--- config.mk ---
export PLATFORM = sky130hd
export DESIGN_NAME = port_pin_output_select
export DESIGN_NICKNAME = d
export VERILOG_FILES = /design/src/port_pin_pkg.sv /design/src/pin_output_mux.sv /design/src/port_pin_output_select.sv
export VERILOG_INCLUDE_DIRS = /design/src
export SDC_FILE = /design/constraint.sdc
export NUM_CORES = 1
export LEC_CHECK = 0
export BUFFER_PORTS_ARGS = -buffer_cell sky130_fd_sc_hd__buf_4
export CORE_ASPECT_RATIO = 0.6
export CORE_UTILIZATION = 35
export CTS_BUF_LIST = sky130_fd_sc_hd__clkbuf_8
export CTS_CLUSTER_DIAMETER = 150
export CTS_CLUSTER_SIZE = 28
export DETAILED_ROUTE_END_ITERATION = 12
export PLACE_DENSITY_LB_ADDON = 0.15
export SLEW_MARGIN = 20
export SYNTH_ARGS = -nofsm -noshare
export SYNTH_HDL_FRONTEND = slang
export SYNTH_SLANG_ARGS = --single-unit
--- constraint.sdc ---
create_clock -name clock -period 1.85 [get_ports clock]
set_clock_uncertainty 0.1 [all_clocks]
set_input_delay 0.185 -clock clock [delete_from_list [all_inputs] [get_ports clock]]
set_output_delay 0.185 -clock clock [all_outputs]
set_load 0.01 [all_outputs]
--- src/port_pin_regs.svh ---
`ifndef PORT_PIN_REGS_SVH
`define PORT_PIN_REGS_SVH

// ---------------------------------------------------------------
// register offsets
// ---------------------------------------------------------------
`define PIN01_SELECT_ADDR     9'h081
`define PIN23_SELECT_ADDR     9'h082
`define POLARITY_DRIVE_ADDR   9'h083
`define RUN_LEVEL_LOW_ADDR    9'h084
`define RUN_LEVEL_HIGH_ADDR   9'h085

// ---------------------------------------------------------------
// reset values
// ---------------------------------------------------------------
`define PIN01_SELECT_RESET    8'h50
`define PIN23_SELECT_RESET    8'h12
`define POLARITY_DRIVE_RESET  8'h00
`define RUN_LEVEL_LOW_RESET   8'hff
`define RUN_LEVEL_HIGH_RESET  8'hff
`define READ_DATA_RESET       8'h00
`define UNMAPPED_READ_DATA    8'h00
`define PIN_RESET             1'b0
`define DRIVE_EN_RESET        4'h0

// ---------------------------------------------------------------
// field positions
// ---------------------------------------------------------------
`define SELECT_EVEN_MSB       3
`define SELECT_EVEN_LSB       0
`define SELECT_ODD_MSB        7
`define SELECT_ODD_LSB        4
`define INVERT_MSB            3
`define INVERT_LSB            0
`define DRIVE_MSB             7
`define DRIVE_LSB             4
`define RUN_EVEN_CFG_A_BIT    0
`define RUN_EVEN_CFG_B_BIT    1
`define RUN_ODD_CFG_A_BIT     4
`define RUN_ODD_CFG_B_BIT     5

`endif

--- src/port_pin_pkg.sv ---
package port_pin_pkg;

	typedef enum logic [3:0] {
		src_clock_out    = 4'h0,
		src_run          = 4'h1,
		src_irq          = 4'h2,
		src_low          = 4'h3,
		src_high         = 4'h4,
		src_data         = 4'h5,
		src_filter_data  = 4'h6,
		src_chip_data    = 4'h8,
		src_chip_strobe  = 4'h9,
		src_rx_data      = 4'ha,
		src_rx_strobe    = 4'hb
	} pin_source_type;

	typedef struct packed {
		logic clock_out;
		logic rx_running;
		logic interrupt_request_n;
		logic data;
		logic matched_filter_data;
		logic chip_data;
		logic chip_strobe;
		logic received_data;
		logic receive_strobe;
	} source_signals_type;

	typedef struct packed {
		logic       write;
		logic [8:0] address;
		logic [7:0] write_data;
	} reg_request_type;

endpackage : port_pin_pkg

--- src/pin_output_mux.sv ---
`timescale 1ns/1ns

module pin_output_mux #(
	parameter bit HAS_CLOCK_OUT = 1'b1
) (
	input  wire logic                             config_b_active,
	input  wire port_pin_pkg::source_signals_type sources,
	input  wire logic [3:0]                       select,
	input  wire logic                             invert,
	input  wire logic                             run_level_cfg_a,
	input  wire logic                             run_level_cfg_b,
	output logic                                  pin_value
);
	import port_pin_pkg::*;

	logic run_level;
	logic run_indicator;
	logic selected;

	always_comb begin
		// polarity follows whichever configuration is live
		run_level     = config_b_active ? run_level_cfg_b : run_level_cfg_a;
		run_indicator = run_level ? sources.rx_running : ~sources.rx_running;
		case (select)
			src_clock_out:   selected = HAS_CLOCK_OUT ? sources.clock_out : 1'b0;
			src_run:         selected = run_indicator;
			src_irq:         selected = sources.interrupt_request_n;
			src_low:         selected = 1'b0;
			src_high:        selected = 1'b1;
			src_data:        selected = sources.data;
			src_filter_data: selected = sources.matched_filter_data;
			src_chip_data:   selected = sources.chip_data;
			src_chip_strobe: selected = sources.chip_strobe;
			src_rx_data:     selected = sources.received_data;
			src_rx_strobe:   selected = sources.receive_strobe;
			// unused codes select a constant 0, so the pin sits at its invert bit and never floats to a stale value
			default:         selected = 1'b0;
		endcase
		pin_value = selected ^ invert;
	end

endmodule : pin_output_mux

--- src/port_pin_output_select.sv ---
// What this block does
// - Pin three's 4-bit selector picks run indicator, interrupt, low, high, data, filter data, chip data/strobe, rx data/strobe, resets to 1.
// - Pin two's selector uses the same table with 0000 giving the divided clock, resets to 2.
// - Under configuration A pin zero's run indicator is active high when its level bit is 1, else active low; bit resets to 1.
// - Under configuration B pin zero's run indicator takes polarity from its own bit, resetting to 1.
// - Under configuration A pin one's run indicator polarity follows its own level bit, resetting to 1.
// - Under configuration B pin one's run indicator polarity follows its own level bit, resetting to 1.
// - Under configuration A pin two's run indicator polarity follows its own level bit, resetting to 1.
// - Under configuration B pin two's run indicator polarity follows its own level bit, resetting to 1.
// - Under configuration A pin three's run indicator polarity follows its own level bit, resetting to 1.
// - Under configuration B pin three's run indicator polarity follows its own level bit, resetting to 1.
// - Pins zero and one have selectors with the same table, 0000 the divided clock, resetting to 0000 and 0101.
`timescale 1ns/1ns
`include "port_pin_regs.svh"

module port_pin_output_select (
	input  wire logic                             clock,
	input  wire logic                             arst_n,
	input  wire port_pin_pkg::reg_request_type    reg_request,
	output logic [7:0]                            reg_read_data,
	input  wire logic                             config_b_active,
	input  wire port_pin_pkg::source_signals_type sources,
	output logic                                  port_pin_zero,
	output logic                                  port_pin_one,
	output logic                                  port_pin_two,
	output logic                                  port_pin_three,
	output logic [3:0]                            high_drive_en
);
	import port_pin_pkg::*;

	// ---------------------------------------------------------------
	// configuration registers
	// ---------------------------------------------------------------
	logic [7:0] pin01_signal_select;
	logic [7:0] pin2_pin3_signal_select;
	logic [7:0] pin_polarity_drive_cfg;
	logic [7:0] run_level_cfg_low_pins;
	logic [7:0] run_level_cfg_high_pins;
	logic [7:0] next_pin01_signal_select;
	logic [7:0] next_pin2_pin3_signal_select;
	logic [7:0] next_pin_polarity_drive_cfg;
	logic [7:0] next_run_level_cfg_low_pins;
	logic [7:0] next_run_level_cfg_high_pins;
	logic [7:0] next_reg_read_data;

	always_comb begin
		next_pin01_signal_select     = pin01_signal_select;
		next_pin2_pin3_signal_select = pin2_pin3_signal_select;
		next_pin_polarity_drive_cfg  = pin_polarity_drive_cfg;
		next_run_level_cfg_low_pins  = run_level_cfg_low_pins;
		next_run_level_cfg_high_pins = run_level_cfg_high_pins;
		if (reg_request.write) begin
			case (reg_request.address)
				`PIN01_SELECT_ADDR:   next_pin01_signal_select     = reg_request.write_data;
				`PIN23_SELECT_ADDR:   next_pin2_pin3_signal_select = reg_request.write_data;
				`POLARITY_DRIVE_ADDR: next_pin_polarity_drive_cfg  = reg_request.write_data;
				`RUN_LEVEL_LOW_ADDR:  next_run_level_cfg_low_pins  = reg_request.write_data;
				`RUN_LEVEL_HIGH_ADDR: next_run_level_cfg_high_pins = reg_request.write_data;
				default: begin
				end
			endcase
		end
		// readback mirrors the stored byte; unmapped addresses read zero
		case (reg_request.address)
			`PIN01_SELECT_ADDR:   next_reg_read_data = pin01_signal_select;
			`PIN23_SELECT_ADDR:   next_reg_read_data = pin2_pin3_signal_select;
			`POLARITY_DRIVE_ADDR: next_reg_read_data = pin_polarity_drive_cfg;
			`RUN_LEVEL_LOW_ADDR:  next_reg_read_data = run_level_cfg_low_pins;
			`RUN_LEVEL_HIGH_ADDR: next_reg_read_data = run_level_cfg_high_pins;
			default:              next_reg_read_data = `UNMAPPED_READ_DATA;
		endcase
	end

	always_ff @(posedge clock or negedge arst_n) begin
		if (!arst_n) begin
			pin01_signal_select     <= `PIN01_SELECT_RESET;
			pin2_pin3_signal_select <= `PIN23_SELECT_RESET;
			pin_polarity_drive_cfg  <= `POLARITY_DRIVE_RESET;
			run_level_cfg_low_pins  <= `RUN_LEVEL_LOW_RESET;
			run_level_cfg_high_pins <= `RUN_LEVEL_HIGH_RESET;
			reg_read_data           <= `READ_DATA_RESET;
		end else begin
			pin01_signal_select     <= next_pin01_signal_select;
			pin2_pin3_signal_select <= next_pin2_pin3_signal_select;
			pin_polarity_drive_cfg  <= next_pin_polarity_drive_cfg;
			run_level_cfg_low_pins  <= next_run_level_cfg_low_pins;
			run_level_cfg_high_pins <= next_run_level_cfg_high_pins;
			reg_read_data           <= next_reg_read_data;
		end
	end

	// ---------------------------------------------------------------
	// per-pin selection
	// ---------------------------------------------------------------
	logic [3:0] pin_value;
	logic [3:0] invert_bits;

	assign invert_bits = pin_polarity_drive_cfg[`INVERT_MSB:`INVERT_LSB];

	pin_output_mux #(.HAS_CLOCK_OUT(1'b1)) pin0_mux (
		.config_b_active (config_b_active),
		.sources         (sources),
		.select          (pin01_signal_select[`SELECT_EVEN_MSB:`SELECT_EVEN_LSB]),
		.invert          (invert_bits[0]),
		.run_level_cfg_a (run_level_cfg_low_pins[`RUN_EVEN_CFG_A_BIT]),
		.run_level_cfg_b (run_level_cfg_low_pins[`RUN_EVEN_CFG_B_BIT]),
		.pin_value       (pin_value[0])
	);

	pin_output_mux #(.HAS_CLOCK_OUT(1'b1)) pin1_mux (
		.config_b_active (config_b_active),
		.sources         (sources),
		.select          (pin01_signal_select[`SELECT_ODD_MSB:`SELECT_ODD_LSB]),
		.invert          (invert_bits[1]),
		.run_level_cfg_a (run_level_cfg_low_pins[`RUN_ODD_CFG_A_BIT]),
		.run_level_cfg_b (run_level_cfg_low_pins[`RUN_ODD_CFG_B_BIT]),
		.pin_value       (pin_value[1])
	);

	pin_output_mux #(.HAS_CLOCK_OUT(1'b1)) pin2_mux (
		.config_b_active (config_b_active),
		.sources         (sources),
		.select          (pin2_pin3_signal_select[`SELECT_EVEN_MSB:`SELECT_EVEN_LSB]),
		.invert          (invert_bits[2]),
		.run_level_cfg_a (run_level_cfg_high_pins[`RUN_EVEN_CFG_A_BIT]),
		.run_level_cfg_b (run_level_cfg_high_pins[`RUN_EVEN_CFG_B_BIT]),
		.pin_value       (pin_value[2])
	);

	// pin three has no divided clock: its code 0000 is unused and parks at its invert bit
	pin_output_mux #(.HAS_CLOCK_OUT(1'b0)) pin3_mux (
		.config_b_active (config_b_active),
		.sources         (sources),
		.select          (pin2_pin3_signal_select[`SELECT_ODD_MSB:`SELECT_ODD_LSB]),
		.invert          (invert_bits[3]),
		.run_level_cfg_a (run_level_cfg_high_pins[`RUN_ODD_CFG_A_BIT]),
		.run_level_cfg_b (run_level_cfg_high_pins[`RUN_ODD_CFG_B_BIT]),
		.pin_value       (pin_value[3])
	);

	// ---------------------------------------------------------------
	// output registers
	// ---------------------------------------------------------------
	// pins are registered so the host never sees mux glitches; costs one cycle of latency
	logic [3:0] next_pins;
	logic [3:0] next_high_drive_en;

	always_comb begin
		next_pins          = pin_value;
		next_high_drive_en = pin_polarity_drive_cfg[`DRIVE_MSB:`DRIVE_LSB];
	end

	always_ff @(posedge clock or negedge arst_n) begin
		if (!arst_n) begin
			port_pin_zero  <= `PIN_RESET;
			port_pin_one   <= `PIN_RESET;
			port_pin_two   <= `PIN_RESET;
			port_pin_three <= `PIN_RESET;
			high_drive_en  <= `DRIVE_EN_RESET;
		end else begin
			port_pin_zero  <= next_pins[0];
			port_pin_one   <= next_pins[1];
			port_pin_two   <= next_pins[2];
			port_pin_three <= next_pins[3];
			high_drive_en  <= next_high_drive_en;
		end
	end

endmodule : port_pin_output_select

==> metrics.md, run 1 <==
| Metric | Value |
|---|---|
| Status | `finished, final reports clean` |
| Die height | `72.54 µm` |
| # setup viols final | `0` |
| Switch Pwr | `0.5916 mW` |
| Met2 routed WL | `3169 µm` |
| CTS tree | `done` |
| Setup crit start | `pin2_pin3_signal_select[0]` |
| Clock buffer count from CTS | `5` |
| Crit Path Max Fanout | `2` |
| Crit path DAT | `1860 ps` |
| Top post-synthesis cells by count | `mux2_2, dfrtp_1, dfstp_2, nand3b_1, mux2i_1` |
| Post-route cell area | `3570 µm²` |
| Setup Crit Path Kind | `flop to flop` |
| Fmax | `582.2 MHz` |
| Synthesized cell area | `2903 µm²` |
| Area grow syn2layout | `22.97%` |
| Final period util | `92.84%` |
| R2R setup slack | `130 ps` |
| Clk sinks | `56` |
| Clock power frac | `30.2%` |
| Final Power | `2.256 mW` |
| Final Hold Viols | `0` |
| Worst-path clk slew | `100 ps` |
| Slew @ Worst Pin | `710.8 ps` |
| Initial antenna violation count | `0` |
| Largest net degree at the start of global routing | `57` |
| FF-to-FF Start | `pin2_pin3_signal_select[0]` |
| Vias per cell | `5.463` |
| Final core occ | `44.93%` |
| Global-route usage over all layers | `18.80%` |
| IO Pins | `46` |
| Endpoint class of the critical path | `flop` |
| Clock Path Buffers | `2` |
| Synth area leaders | `dfrtp_1, dfstp_2, mux2_2` |
| Post-route DRC | `0` |
| Slowest-stage cell, CP | `mux4_2` |
| Crit path required time | `1990 ps` |
| Antenna-violating nets left | `0` |
| Pint | `1.664 mW` |
| Hold Path Class | `primary input to flop` |
| CP Cell Sequence | `mux4_2, and3b_1, a2111oi_2, xnor2_1` |
| Ys async rst share | `100.0%` |
| Startpoint Class | `flop` |
| Area share of the largest cell type after synthesis | `31.03%` |
| Post-synth EDFFs | `0` |
| Post-synth top area cell | `dfrtp_1` |
| Switch share | `26.23%` |
| Diodes inserted | `0` |
| H-tree depth | `2` |
| Site Rows | `25` |
| Number of port buffers | `45` |
| RSZ-0062 raised after global routing | `no` |
| RePlAce Congestion | `0.8024` |
| DR top layer | `met4` |
| Synthesized flop and latch total | `56` |
| First-pass GRT wire length | `12060 µm` |
| Core box area | `7945 µm²` |
| Clock Latency Late Sink | `320 ps` |
| Via count | `2169` |
| Met1 WL | `4021 µm` |
| Yosys cell types | `43` |
| Initial DRC Count | `207` |
| Vias in the first global route | `2089` |
| Sequential area share after synthesis | `49.14%` |
| Max incr delay on CP | `500 ps` |
| DR WL/cell | `19.08 µm` |
| Maxcap violations | `0` |
| HP Start | `reg_request[5]` |
| Max transition margin | `52.61%` |
| Initial Util | `36.54%` |
| Power Density | `632.0 nW/µm²` |
| Root buffer cell | `clkbuf_8` |
| DP HPWL | `5528 µm` |
| Cell with the most instances after synthesis | `mux2_2` |
| Prevailing post-synth register cell | `dfrtp_1` |
| Die ar. | `8674 µm²` |
| Final worst path period need | `1717 ps` |
| Routed wl met3 | `338 µm` |
| Logic gate share of total power | `12.3%` |
| # nets final | `318` |
| Share of cells above drive strength 1 | `48.10%` |
| IR drop worst, VDD | `0.0003244 V` |
| P_leak | `1.583 nW` |
| Slew Viols, Final | `0` |
| Syn avg cell area | `12.57 µm²` |
| Sequential power share | `57.5%` |
| Drt pass-1 iters | `4` |
| Syn Nets | `261` |
| Synth warn | `0` |
| GR Overflow Total | `0` |
| Wirelength, routed | `7575 µm` |
| DIE WIDTH | `119.6 µm` |
| Post-Syn Instances | `231` |
| Dpl cell area | `3458 µm²` |
==> layout by cell type (no fill, tap or decap), types with 2 or more instances in the layout <==
master and count:
nor3_1 2, mux2i_1 10, a2111oi_2 2, a211oi_1 9, nand4_2 2, and3b_1 2, a22o_1 5, a22oi_1 2
clkbuf_8 5, dfstp_2 20, a31oi_1 2, o32ai_1 2, mux2_2 41, o21a_1 2, buf_4 60, a21oi_1 8
nor4b_1 4, nor2_1 7, inv_1 4, xor2_1 4, nor2b_1 7, a221oi_1 8, a32o_1 2, mux4_2 3
dfrtp_1 36, nand2_1 2, nand3b_1 16, and3_1 2
==> area by class of cell <==
type,instances,area (µm²)
timing repair buffer,62,480.5
clock inverter,3,20.02
tap,108,135.1
fill,781,4375
multi-input combinational,160,1428
inverter,3,11.26
sequential,56,1426
clock buffer,5,68.82
==> power groups by stage <==
stage / clock network (mW) / registers, mW / logic (mW)
floorplan: 0 / 1.31 / 0.117
global placement: 0 / 1.32 / 0.272
detailed placement: 0 / 1.32 / 0.273
CTS: 0.718 / 1.30 / 0.276
global route: 0.764 / 1.30 / 0.305
finish: 0.682 / 1.30 / 0.278
==> flip-flops by register name, summed over array words and instances, names as in the netlist <==
register / cells
pin01_signal_select: 8
port_pin_one: 1
port_pin_zero: 1
run_level_cfg_high_pins: 8
reg_read_data: 8
port_pin_two: 1
high_drive_en: 4
port_pin_three: 1
run_level_cfg_low_pins: 8
pin2_pin3_signal_select: 8
pin_polarity_drive_cfg: 8
==> per-layer routing <==
metal  up-vias  track usage, %
met5         -               0
li1       1005               -
met1      1110           29.33
met4         0           4.167
met3         7           3.695
met2        47           26.46
==> path summary, 6_finish.rpt <==
| check | endpoint | depth (start not counted) |
|---|---|---|
| min in group asynchronous | pin2_pin3_signal_select[6] | 2 |
| hold / removal | pin01_signal_select[5] | 2 |
| hold reg to reg | high_drive_en[2] | 0 |
| max in group asynchronous | reg_read_data[1] | 2 |
| setup / recovery | port_pin_two | 4 |
| setup reg to reg | port_pin_two | 4 |
==> worst max-delay path: cells and delay by family, from the launching register on <==
kind / cells / cell delay [ps]
DFF: 1 / 380
xor gates and xnor gates: 1 / 170
and+or+nand+nor: 1 / 190
muxes: 1 / 500
AOI/OAI and AO/OA: 1 / 310
==> kinds of logic after synthesis <==
kind of cell | synth area share (%)
AOI/OAI and AO/OA | 12.54
xor gates and xnor gates | 1.509
buffers and inverters | 2.112
DFF | 49.14
muxes | 21.68
and+or+nand+nor | 13.02
==> through the flow <==
stage               instances  setup TNS (ps)  hold WS (ps)  setup slack [ps]
global route              397               0         36.91             7.046
finish                    397               0         40.16             132.5
global placement          388          -508.9         185.4            -66.83
floorplan                 231               0        -210.6             87.62
detailed placement        388          -951.8         185.5            -93.14
CTS                       397               0         33.27             39.98
==> repair_timing <==
action | CTS | global route
endpoints found under the hold margin | 36 | 0
gates resized for setup | 0 | 4
endpoints found under the setup margin | 0 | 2
setup buffers | 0 | 0
hold buffers | 1 | 0
Power figures use the tool's default switching activity.
==> run 2: changes to the inputs <==
--- a/config.mk
+++ b/config.mk
@@ -6,13 +6,13 @@
 export SDC_FILE = /design/constraint.sdc
 export NUM_CORES = 1
 export LEC_CHECK = 0
-export BUFFER_PORTS_ARGS = -buffer_cell sky130_fd_sc_hd__buf_4
 export CORE_ASPECT_RATIO = 0.6
 export CORE_UTILIZATION = 35
 export CTS_BUF_LIST = sky130_fd_sc_hd__clkbuf_8
 export CTS_CLUSTER_DIAMETER = 150
 export CTS_CLUSTER_SIZE = 28
 export DETAILED_ROUTE_END_ITERATION = 12
+export DONT_BUFFER_PORTS = 1
 export PLACE_DENSITY_LB_ADDON = 0.15
 export SLEW_MARGIN = 20
 export SYNTH_ARGS = -nofsm -noshare
==> constraint.sdc (replaced) <==
create_clock -name clock -period 1.8 [get_ports clock]
set_clock_uncertainty 0.1 [all_clocks]
set_input_delay 0.18 -clock clock [delete_from_list [all_inputs] [get_ports clock]]
set_output_delay 0.18 -clock clock [all_outputs]
set_load 0.01 [all_outputs]
==> run 2 against run 1 <==
Global-route usage up 0.11 points. Combinational power down 26%. Largest power group unchanged. Non-clock buffer count down 32.
==> metrics.md, run 2 (synthesized netlist as in run 1, its figures left out) <==
| Metric | Value |
|---|---|
| Diodes inserted | `0 (unchanged)` |
| Setup Crit Path Kind | `flop to flop (unchanged)` |
| DP HPWL | `5438 µm (was 5528 µm)` |
| Global-route usage over all layers | `18.91% (was 18.80%)` |
| Wirelength, routed | `7734 µm (was 7575 µm)` |
| Clock buffer count from CTS | `5 (unchanged)` |
| GR Overflow Total | `0 (unchanged)` |
| Largest net degree at the start of global routing | `57 (unchanged)` |
| Maxcap violations | `0 (unchanged)` |
| FF-to-FF Start | `pin2_pin3_signal_select[0] (unchanged)` |
| R2R setup slack | `90 ps (was 130 ps)` |
| Final Hold Viols | `0 (unchanged)` |
| Initial antenna violation count | `0 (unchanged)` |
| Vias per cell | `5.696 (was 5.463)` |
| Site Rows | `25 (unchanged)` |
| Setup TNS Final | `0 ps (unchanged)` |
| Worst-path clk slew | `100 ps (about the same)` |
| HP Start | `reg_request[8] (was reg_request[5])` |
| Crit path DAT | `1850 ps (was 1860 ps)` |
| Core box area | `7945 µm² (unchanged)` |
| Final worst path period need | `1705 ps (was 1717 ps)` |
| Dpl cells | `344 (was 388)` |
| Worst-case reg-to-reg path depth | `4 (unchanged)` |
| IO Pins | `46 (unchanged)` |
| Power Density | `694.8 nW/µm² (was 632.0 nW/µm²)` |
| Post-route DRC | `0 (unchanged)` |
| Final period util | `94.74% (was 92.84%)` |
| Fillers | `798 (was 781)` |
| DR WL/cell | `21.19 µm (was 19.08 µm)` |
| Antenna-violating nets left | `0 (unchanged)` |
| Via count | `2079 (was 2169)` |
| Slew @ Worst Pin | `436.2 ps (was 710.8 ps)` |
| Initial Util | `36.54% (unchanged)` |
| Endpoint class of the critical path | `flop (unchanged)` |
| Hold Path Class | `primary input to flop (unchanged)` |
| Crit Path Max Fanout | `2 (unchanged)` |
| Hold path depth | `2 (unchanged)` |
| Crit path required time | `1950 ps (was 1990 ps)` |
| Clk sinks | `56 (unchanged)` |
| Area grow syn2layout | `17.33% (was 22.97%)` |
| Commonest non-fill, non-tap cell in the layout | `mux2_2 (was buf_4)` |
| Hold Path Sink | `reg_read_data[2] (was pin01_signal_select[5])` |
| IR drop worst, VDD | `0.0003312 V (was 0.0003244 V)` |
| Final core occ | `42.87% (was 44.93%)` |
| Root buffer cell | `clkbuf_8 (unchanged)` |
| P_leak | `1.440 nW (was 1.583 nW)` |
| CTS tree | `done (unchanged)` |
| Die ar. | `8674 µm² (unchanged)` |
| Final Non-Filler Cells | `365 (was 397)` |
| Fin Hold WS | `14.53 ps (was 40.16 ps)` |
| # setup viols final | `0 (unchanged)` |
| Max transition margin | `70.83% (was 52.61%)` |
| Drt pass-1 iters | `4 (unchanged)` |
| Slew Viols, Final | `0 (unchanged)` |
| Fmax | `586.4 MHz (was 582.2 MHz)` |
| Vias in the first global route | `2008 (was 2089)` |
| RSZ-0062 raised after global routing | `no (unchanged)` |
| H-tree depth | `2 (unchanged)` |
| Most frequent cells in the layout | `mux2_2, dfrtp_1, dfstp_2, buf_4, nand3b_1 (was buf_4, mux2_2, dfrtp_1, dfstp_2, nand3b_1)` |
| Die height | `72.54 µm (unchanged)` |
| DIE WIDTH | `119.6 µm (unchanged)` |
| Final Power | `2.366 mW (was 2.256 mW)` |
| Share of cells above drive strength 1 | `38.52% (was 48.10%)` |
| Initial DRC Count | `109 (was 207)` |
| Clock Latency Late Sink | `320 ps (about the same)` |
| First-pass GRT wire length | `12030 µm (was 12060 µm)` |
| RePlAce Congestion | `0.8091 (was 0.8024)` |
| Status | `finished, final reports clean (unchanged)` |
| Startpoint Class | `flop (unchanged)` |
| R2r endpoint | `port_pin_two (unchanged)` |
| Clock Path Buffers | `2 (unchanged)` |
| Number of port buffers | `0 (was 45)` |
| # nets final | `286 (was 318)` |
-- run 2: power by group --
group	internal, mW	switching, mW
clock network	0.406	0.415
logic	0.106	0.0994
registers	1.30	0.0373
total	1.81	0.552
-- run 2: timing repair --
item / in CTS / in global routing
cloned: 0 / 0
endpoints found under the setup margin: 1 / 5
hold buffers: 13 / 0
pin swaps: 0 / 0
resized for setup: 1 / 7
hold endpoints to repair: 104 / 0
buffers inserted: 0 / 1
-- run 2: per-layer routing --
metal  wire, µm  GRT usage, %
met4         59         5.278
met3        375         4.245
met2       3334         27.30
met5          0             0
met1       3964         28.21
-- run 2: worst max-delay path by stage --
stage / depth (start not counted) / to / from
3_3_place_gp: 5 / port_pin_three / pin2_pin3_signal_select[5]
5_1_grt: 4 / port_pin_two / pin2_pin3_signal_select[0]
2_1_floorplan: 4 / port_pin_two / pin2_pin3_signal_select[0]
3_5_place_dp: 4 / pin01_signal_select[1] / reg_request[16]
4_1_cts: 4 / port_pin_two / pin2_pin3_signal_select[0]
6_report: 4 / port_pin_two / pin2_pin3_signal_select[0]
-- run 2: stage by stage --
step | area, µm² | worst slack [ps]
2_1_floorplan | 2903 | 37.62
3_3_place_gp | 3128 | -40.32
3_5_place_dp | 3128 | 14.60
4_1_cts | 3383 | 9.274
5_1_grt | 3406 | 5.424
6_report | 3406 | 94.76
-- run 2: cell type report --
cell class / count / area, µm² / share of cell area (%)
sequential: 56 / 1428 / 41.92
clock inverter: 3 / 37.54 / 1.102
tap: 108 / 135.1 / 3.968
multi-input combinational: 160 / 1440 / 42.29
timing repair buffer: 30 / 285.3 / 8.376
clock buffer: 5 / 68.82 / 2.021
inverter: 3 / 11.26 / 0.3306
-- run 2: critical path: stages (launching register included) --
cell,delay (ps)
dfrtp_1,380
mux4_2,500
and3b_1,180
a2111oi_2,310
xnor2_1,170
==> run 3: changes to the inputs <==
--- a/config.mk
+++ b/config.mk
@@ -7,6 +7,7 @@
 export NUM_CORES = 1
 export LEC_CHECK = 0
 export CORE_ASPECT_RATIO = 0.6
+export CORE_MARGIN = 2
 export CORE_UTILIZATION = 35
 export CTS_BUF_LIST = sky130_fd_sc_hd__clkbuf_8
 export CTS_CLUSTER_DIAMETER = 150
==> run 3 against run 2 <==
Non-clock buffer count decreased by 3. Clock power down 19%. Largest power group unchanged. Maximum frequency increased by 0.30%. Cell count shrank 0.82%. Clock-buffer cell count unchanged. Register-to-register slack about the same. Critical path depth grew 1. Global-route usage shrank 0.26 points. Worst setup slack better by 5.0 ps.
==> metrics.md, run 3 (synthesized netlist as in run 1, its figures left out) <==
| Metric | Value |
|---|---|
| Status | `finished, final reports clean (unchanged)` |
| M3 GR Usage | `4.601% (was 4.245%)` |
| Hold Path Class | `primary input to flop (unchanged)` |
| Most frequent cells in the layout | `mux2_2, dfrtp_1, dfstp_2, nand3b_1, buf_4 (was mux2_2, dfrtp_1, dfstp_2, buf_4, nand3b_1)` |
| Fillers | `761 (was 798)` |
| DIE WIDTH | `121.6 µm (was 119.6 µm)` |
| Die ar. | `9062 µm² (was 8674 µm²)` |
| Vias per cell | `5.738 (was 5.696)` |
| CP Cell Sequence | `buf_4, nor3_1, a2111oi_4, a2111oi_4, xnor2_1 (was mux4_2, and3b_1, a2111oi_2, xnor2_1)` |
| Commonest non-fill, non-tap cell in the layout | `mux2_2 (unchanged)` |
| Area grow syn2layout | `16.90% (was 17.33%)` |
| Fmax | `588.2 MHz (was 586.4 MHz)` |
| Site Rows | `25 (unchanged)` |
| Post-CTS Setup Inserts | `0 (unchanged)` |
| Worst-path clk slew | `100 ps (about the same)` |
| Pint | `1.674 mW (was 1.814 mW)` |
| Switch Pwr | `0.5472 mW (was 0.5520 mW)` |
| DR WL/cell | `22.20 µm (was 21.19 µm)` |
| Crit Path Max Fanout | `7 (was 2)` |
| Maxcap violations | `0 (unchanged)` |
| Sequential power share | `60.3% (was 56.6%)` |
| Storage cell area | `1426 µm² (was 1428 µm²)` |
| Max transition margin | `62.47% (was 70.83%)` |
| Initial Util | `36.54% (unchanged)` |
| Slowest-stage cell, CP | `dfstp_2 (was mux4_2)` |
| Final Hold Viols | `0 (unchanged)` |
| DP HPWL | `5545 µm (was 5438 µm)` |
| Crit path buffers/inverters | `1 (was 0)` |
| Core box area | `7945 µm² (unchanged)` |
| P_leak | `1.430 nW (was 1.440 nW)` |
| Clock power frac | `30.0% (was 34.7%)` |
| Slew @ Worst Pin | `548.7 ps (was 436.2 ps)` |
| Antenna-violating nets left | `0 (unchanged)` |
| Endpoint class of the critical path | `flop (unchanged)` |
| # nets final | `283 (was 286)` |
| Clk sinks | `56 (unchanged)` |
| Wirelength, routed | `8038 µm (was 7734 µm)` |
| Fin Hold WS | `25.40 ps (was 14.53 ps)` |
| Met2 usage | `27.22% (was 27.30%)` |
| Die height | `74.54 µm (was 72.54 µm)` |
| Post-route DRC | `0 (unchanged)` |
| IO Pins | `46 (unchanged)` |
| Max incr delay on CP | `390 ps (was 500 ps)` |
| Final worst path period need | `1700 ps (was 1705 ps)` |
| Setup Crit Path Kind | `flop to flop (unchanged)` |
| Crit path DAT | `1790 ps (was 1850 ps)` |
| Initial antenna violation count | `0 (unchanged)` |
| Number of port buffers | `0 (unchanged)` |
| Power Density | `654.6 nW/µm² (was 694.8 nW/µm²)` |
| H-tree depth | `2 (unchanged)` |
| Stages on the worst setup path | `5 (was 4)` |
| Gr busiest metal | `met1 (unchanged)` |
| Clock Latency Late Sink | `310 ps (was 320 ps)` |
| Logic gate share of total power | `9.7% (was 8.7%)` |
| Most used cell along the critical path | `a2111oi_4` |
| Initial DRC Count | `144 (was 109)` |
| Global-route usage over all layers | `18.65% (was 18.91%)` |
| Diodes inserted | `0 (unchanged)` |
| Largest net degree at the start of global routing | `57 (unchanged)` |
| Worst-case reg-to-reg path depth | `5 (was 4)` |
| Final period util | `94.46% (was 94.74%)` |
| Vias in the first global route | `2038 (was 2008)` |
| Drt pass-1 iters | `4 (unchanged)` |
| IR drop worst, VDD | `0.0003070 V (was 0.0003312 V)` |
| Top Family by Delay on Critical Path | `compound AO/OA/AOI/OAI gates (was multiplexers)` |
| Hold path depth | `3 (was 2)` |
| Clock buffer count from CTS | `5 (unchanged)` |
| Multi-input gate area | `1464 µm² (was 1440 µm²)` |
| Met1 usage | `28.26% (was 28.21%)` |
| Crit path required time | `1890 ps (was 1950 ps)` |
| Root buffer cell | `clkbuf_8 (unchanged)` |
| Via count | `2077 (was 2079)` |
| Setup TNS Final | `0 ps (unchanged)` |
| CTS tree | `done (unchanged)` |
| First-pass GRT wire length | `12360 µm (was 12030 µm)` |
| Switch share | `24.64% (was 23.33%)` |
| Startpoint Class | `flop (unchanged)` |
| Slew Viols, Final | `0 (unchanged)` |
| GR Overflow Total | `0 (unchanged)` |
| Share of cells above drive strength 1 | `37.40% (was 38.52%)` |
| RePlAce Congestion | `0.7239 (was 0.8091)` |
| Clock Path Buffers | `2 (unchanged)` |
| # setup viols final | `0 (unchanged)` |
run 3: changes by cell type in the layout (fill, tap and decap cells not counted):
cell / delta
clkinv_2: +1
a2111oi_1: -1
dfrtp_1: +1
buf_12: +1
a2111oi_0: +1
a2111oi_2: -2
bufinv_16: -1
buf_4: -4
dfrtp_2: -1
a2111oi_4: +2
run 3: repair_timing:
action / 4_1_cts / 5_1_grt
pin swaps: 0 / 3
cloned: 0 / 0
hold buffers: 12 / 0
hold endpoints to repair: 104 / 0
gates resized for setup: 4 / 4
endpoints found under the setup margin: 1 / 2
run 3: metal layers:
metal	vias up	part of all wire [%]	wire [µm]
li1	937	-	-
met1	1081	50	4023
met2	55	45	3590
met3	4	4.9	392
met4	0	0.39	31
met5	-	0	0
run 3: final cells by class:
type | count | share of cell area (%)
clock buffers | 5 | 2.028
clock inverters | 3 | 0.3687
inverters | 3 | 0.3319
multi-input cells | 160 | 43.14
flip-flops and latches | 56 | 42.04
well taps | 108 | 3.982
repair buffers | 27 | 8.112
run 3: through the flow:
step | cell area (µm²) | worst slack (ps) | instances | total power [mW] | util [%]
detailed placement | 3126 | -115.5 | 342 | 1.496 | 39.34
finish | 3393 | 99.78 | 362 | 2.221 | 42.71
global placement | 3126 | -94.73 | 342 | 1.493 | 39.34
floorplan | 2903 | 37.62 | 231 | 1.472 | -
global route | 3393 | -30.05 | 362 | 2.345 | 42.71
CTS | 3368 | 38.17 | 362 | 2.250 | 42.39
run 3: final timing paths:
kind / start / endpoint / slack, ps
min reg2reg: pin_polarity_drive_cfg[5] / high_drive_en[1] / 320
min in group asynchronous: arst_n / reg_read_data[4] / 290
min: reg_request[9] / reg_read_data[7] / 30
max reg2reg: pin2_pin3_signal_select[1] / port_pin_two / 100
max in group asynchronous: arst_n / run_level_cfg_low_pins[0] / 1010
max: pin2_pin3_signal_select[1] / port_pin_two / 100
run 3: power by group through the flow:
stage,clock [mW],combinational (mW),sequential (mW)
global route,0.763,0.238,1.34
detailed placement,0,0.135,1.36
floorplan,0,0.120,1.35
CTS,0.699,0.212,1.34
finish,0.666,0.216,1.34
global placement,0,0.132,1.36
run 3: worst reg2reg max path: stages, from the launching register on:
cell and delay [ps]:
dfstp_2 390, buf_4 160, nor3_1 330, a2111oi_4 100, a2111oi_4 370, xnor2_1 140
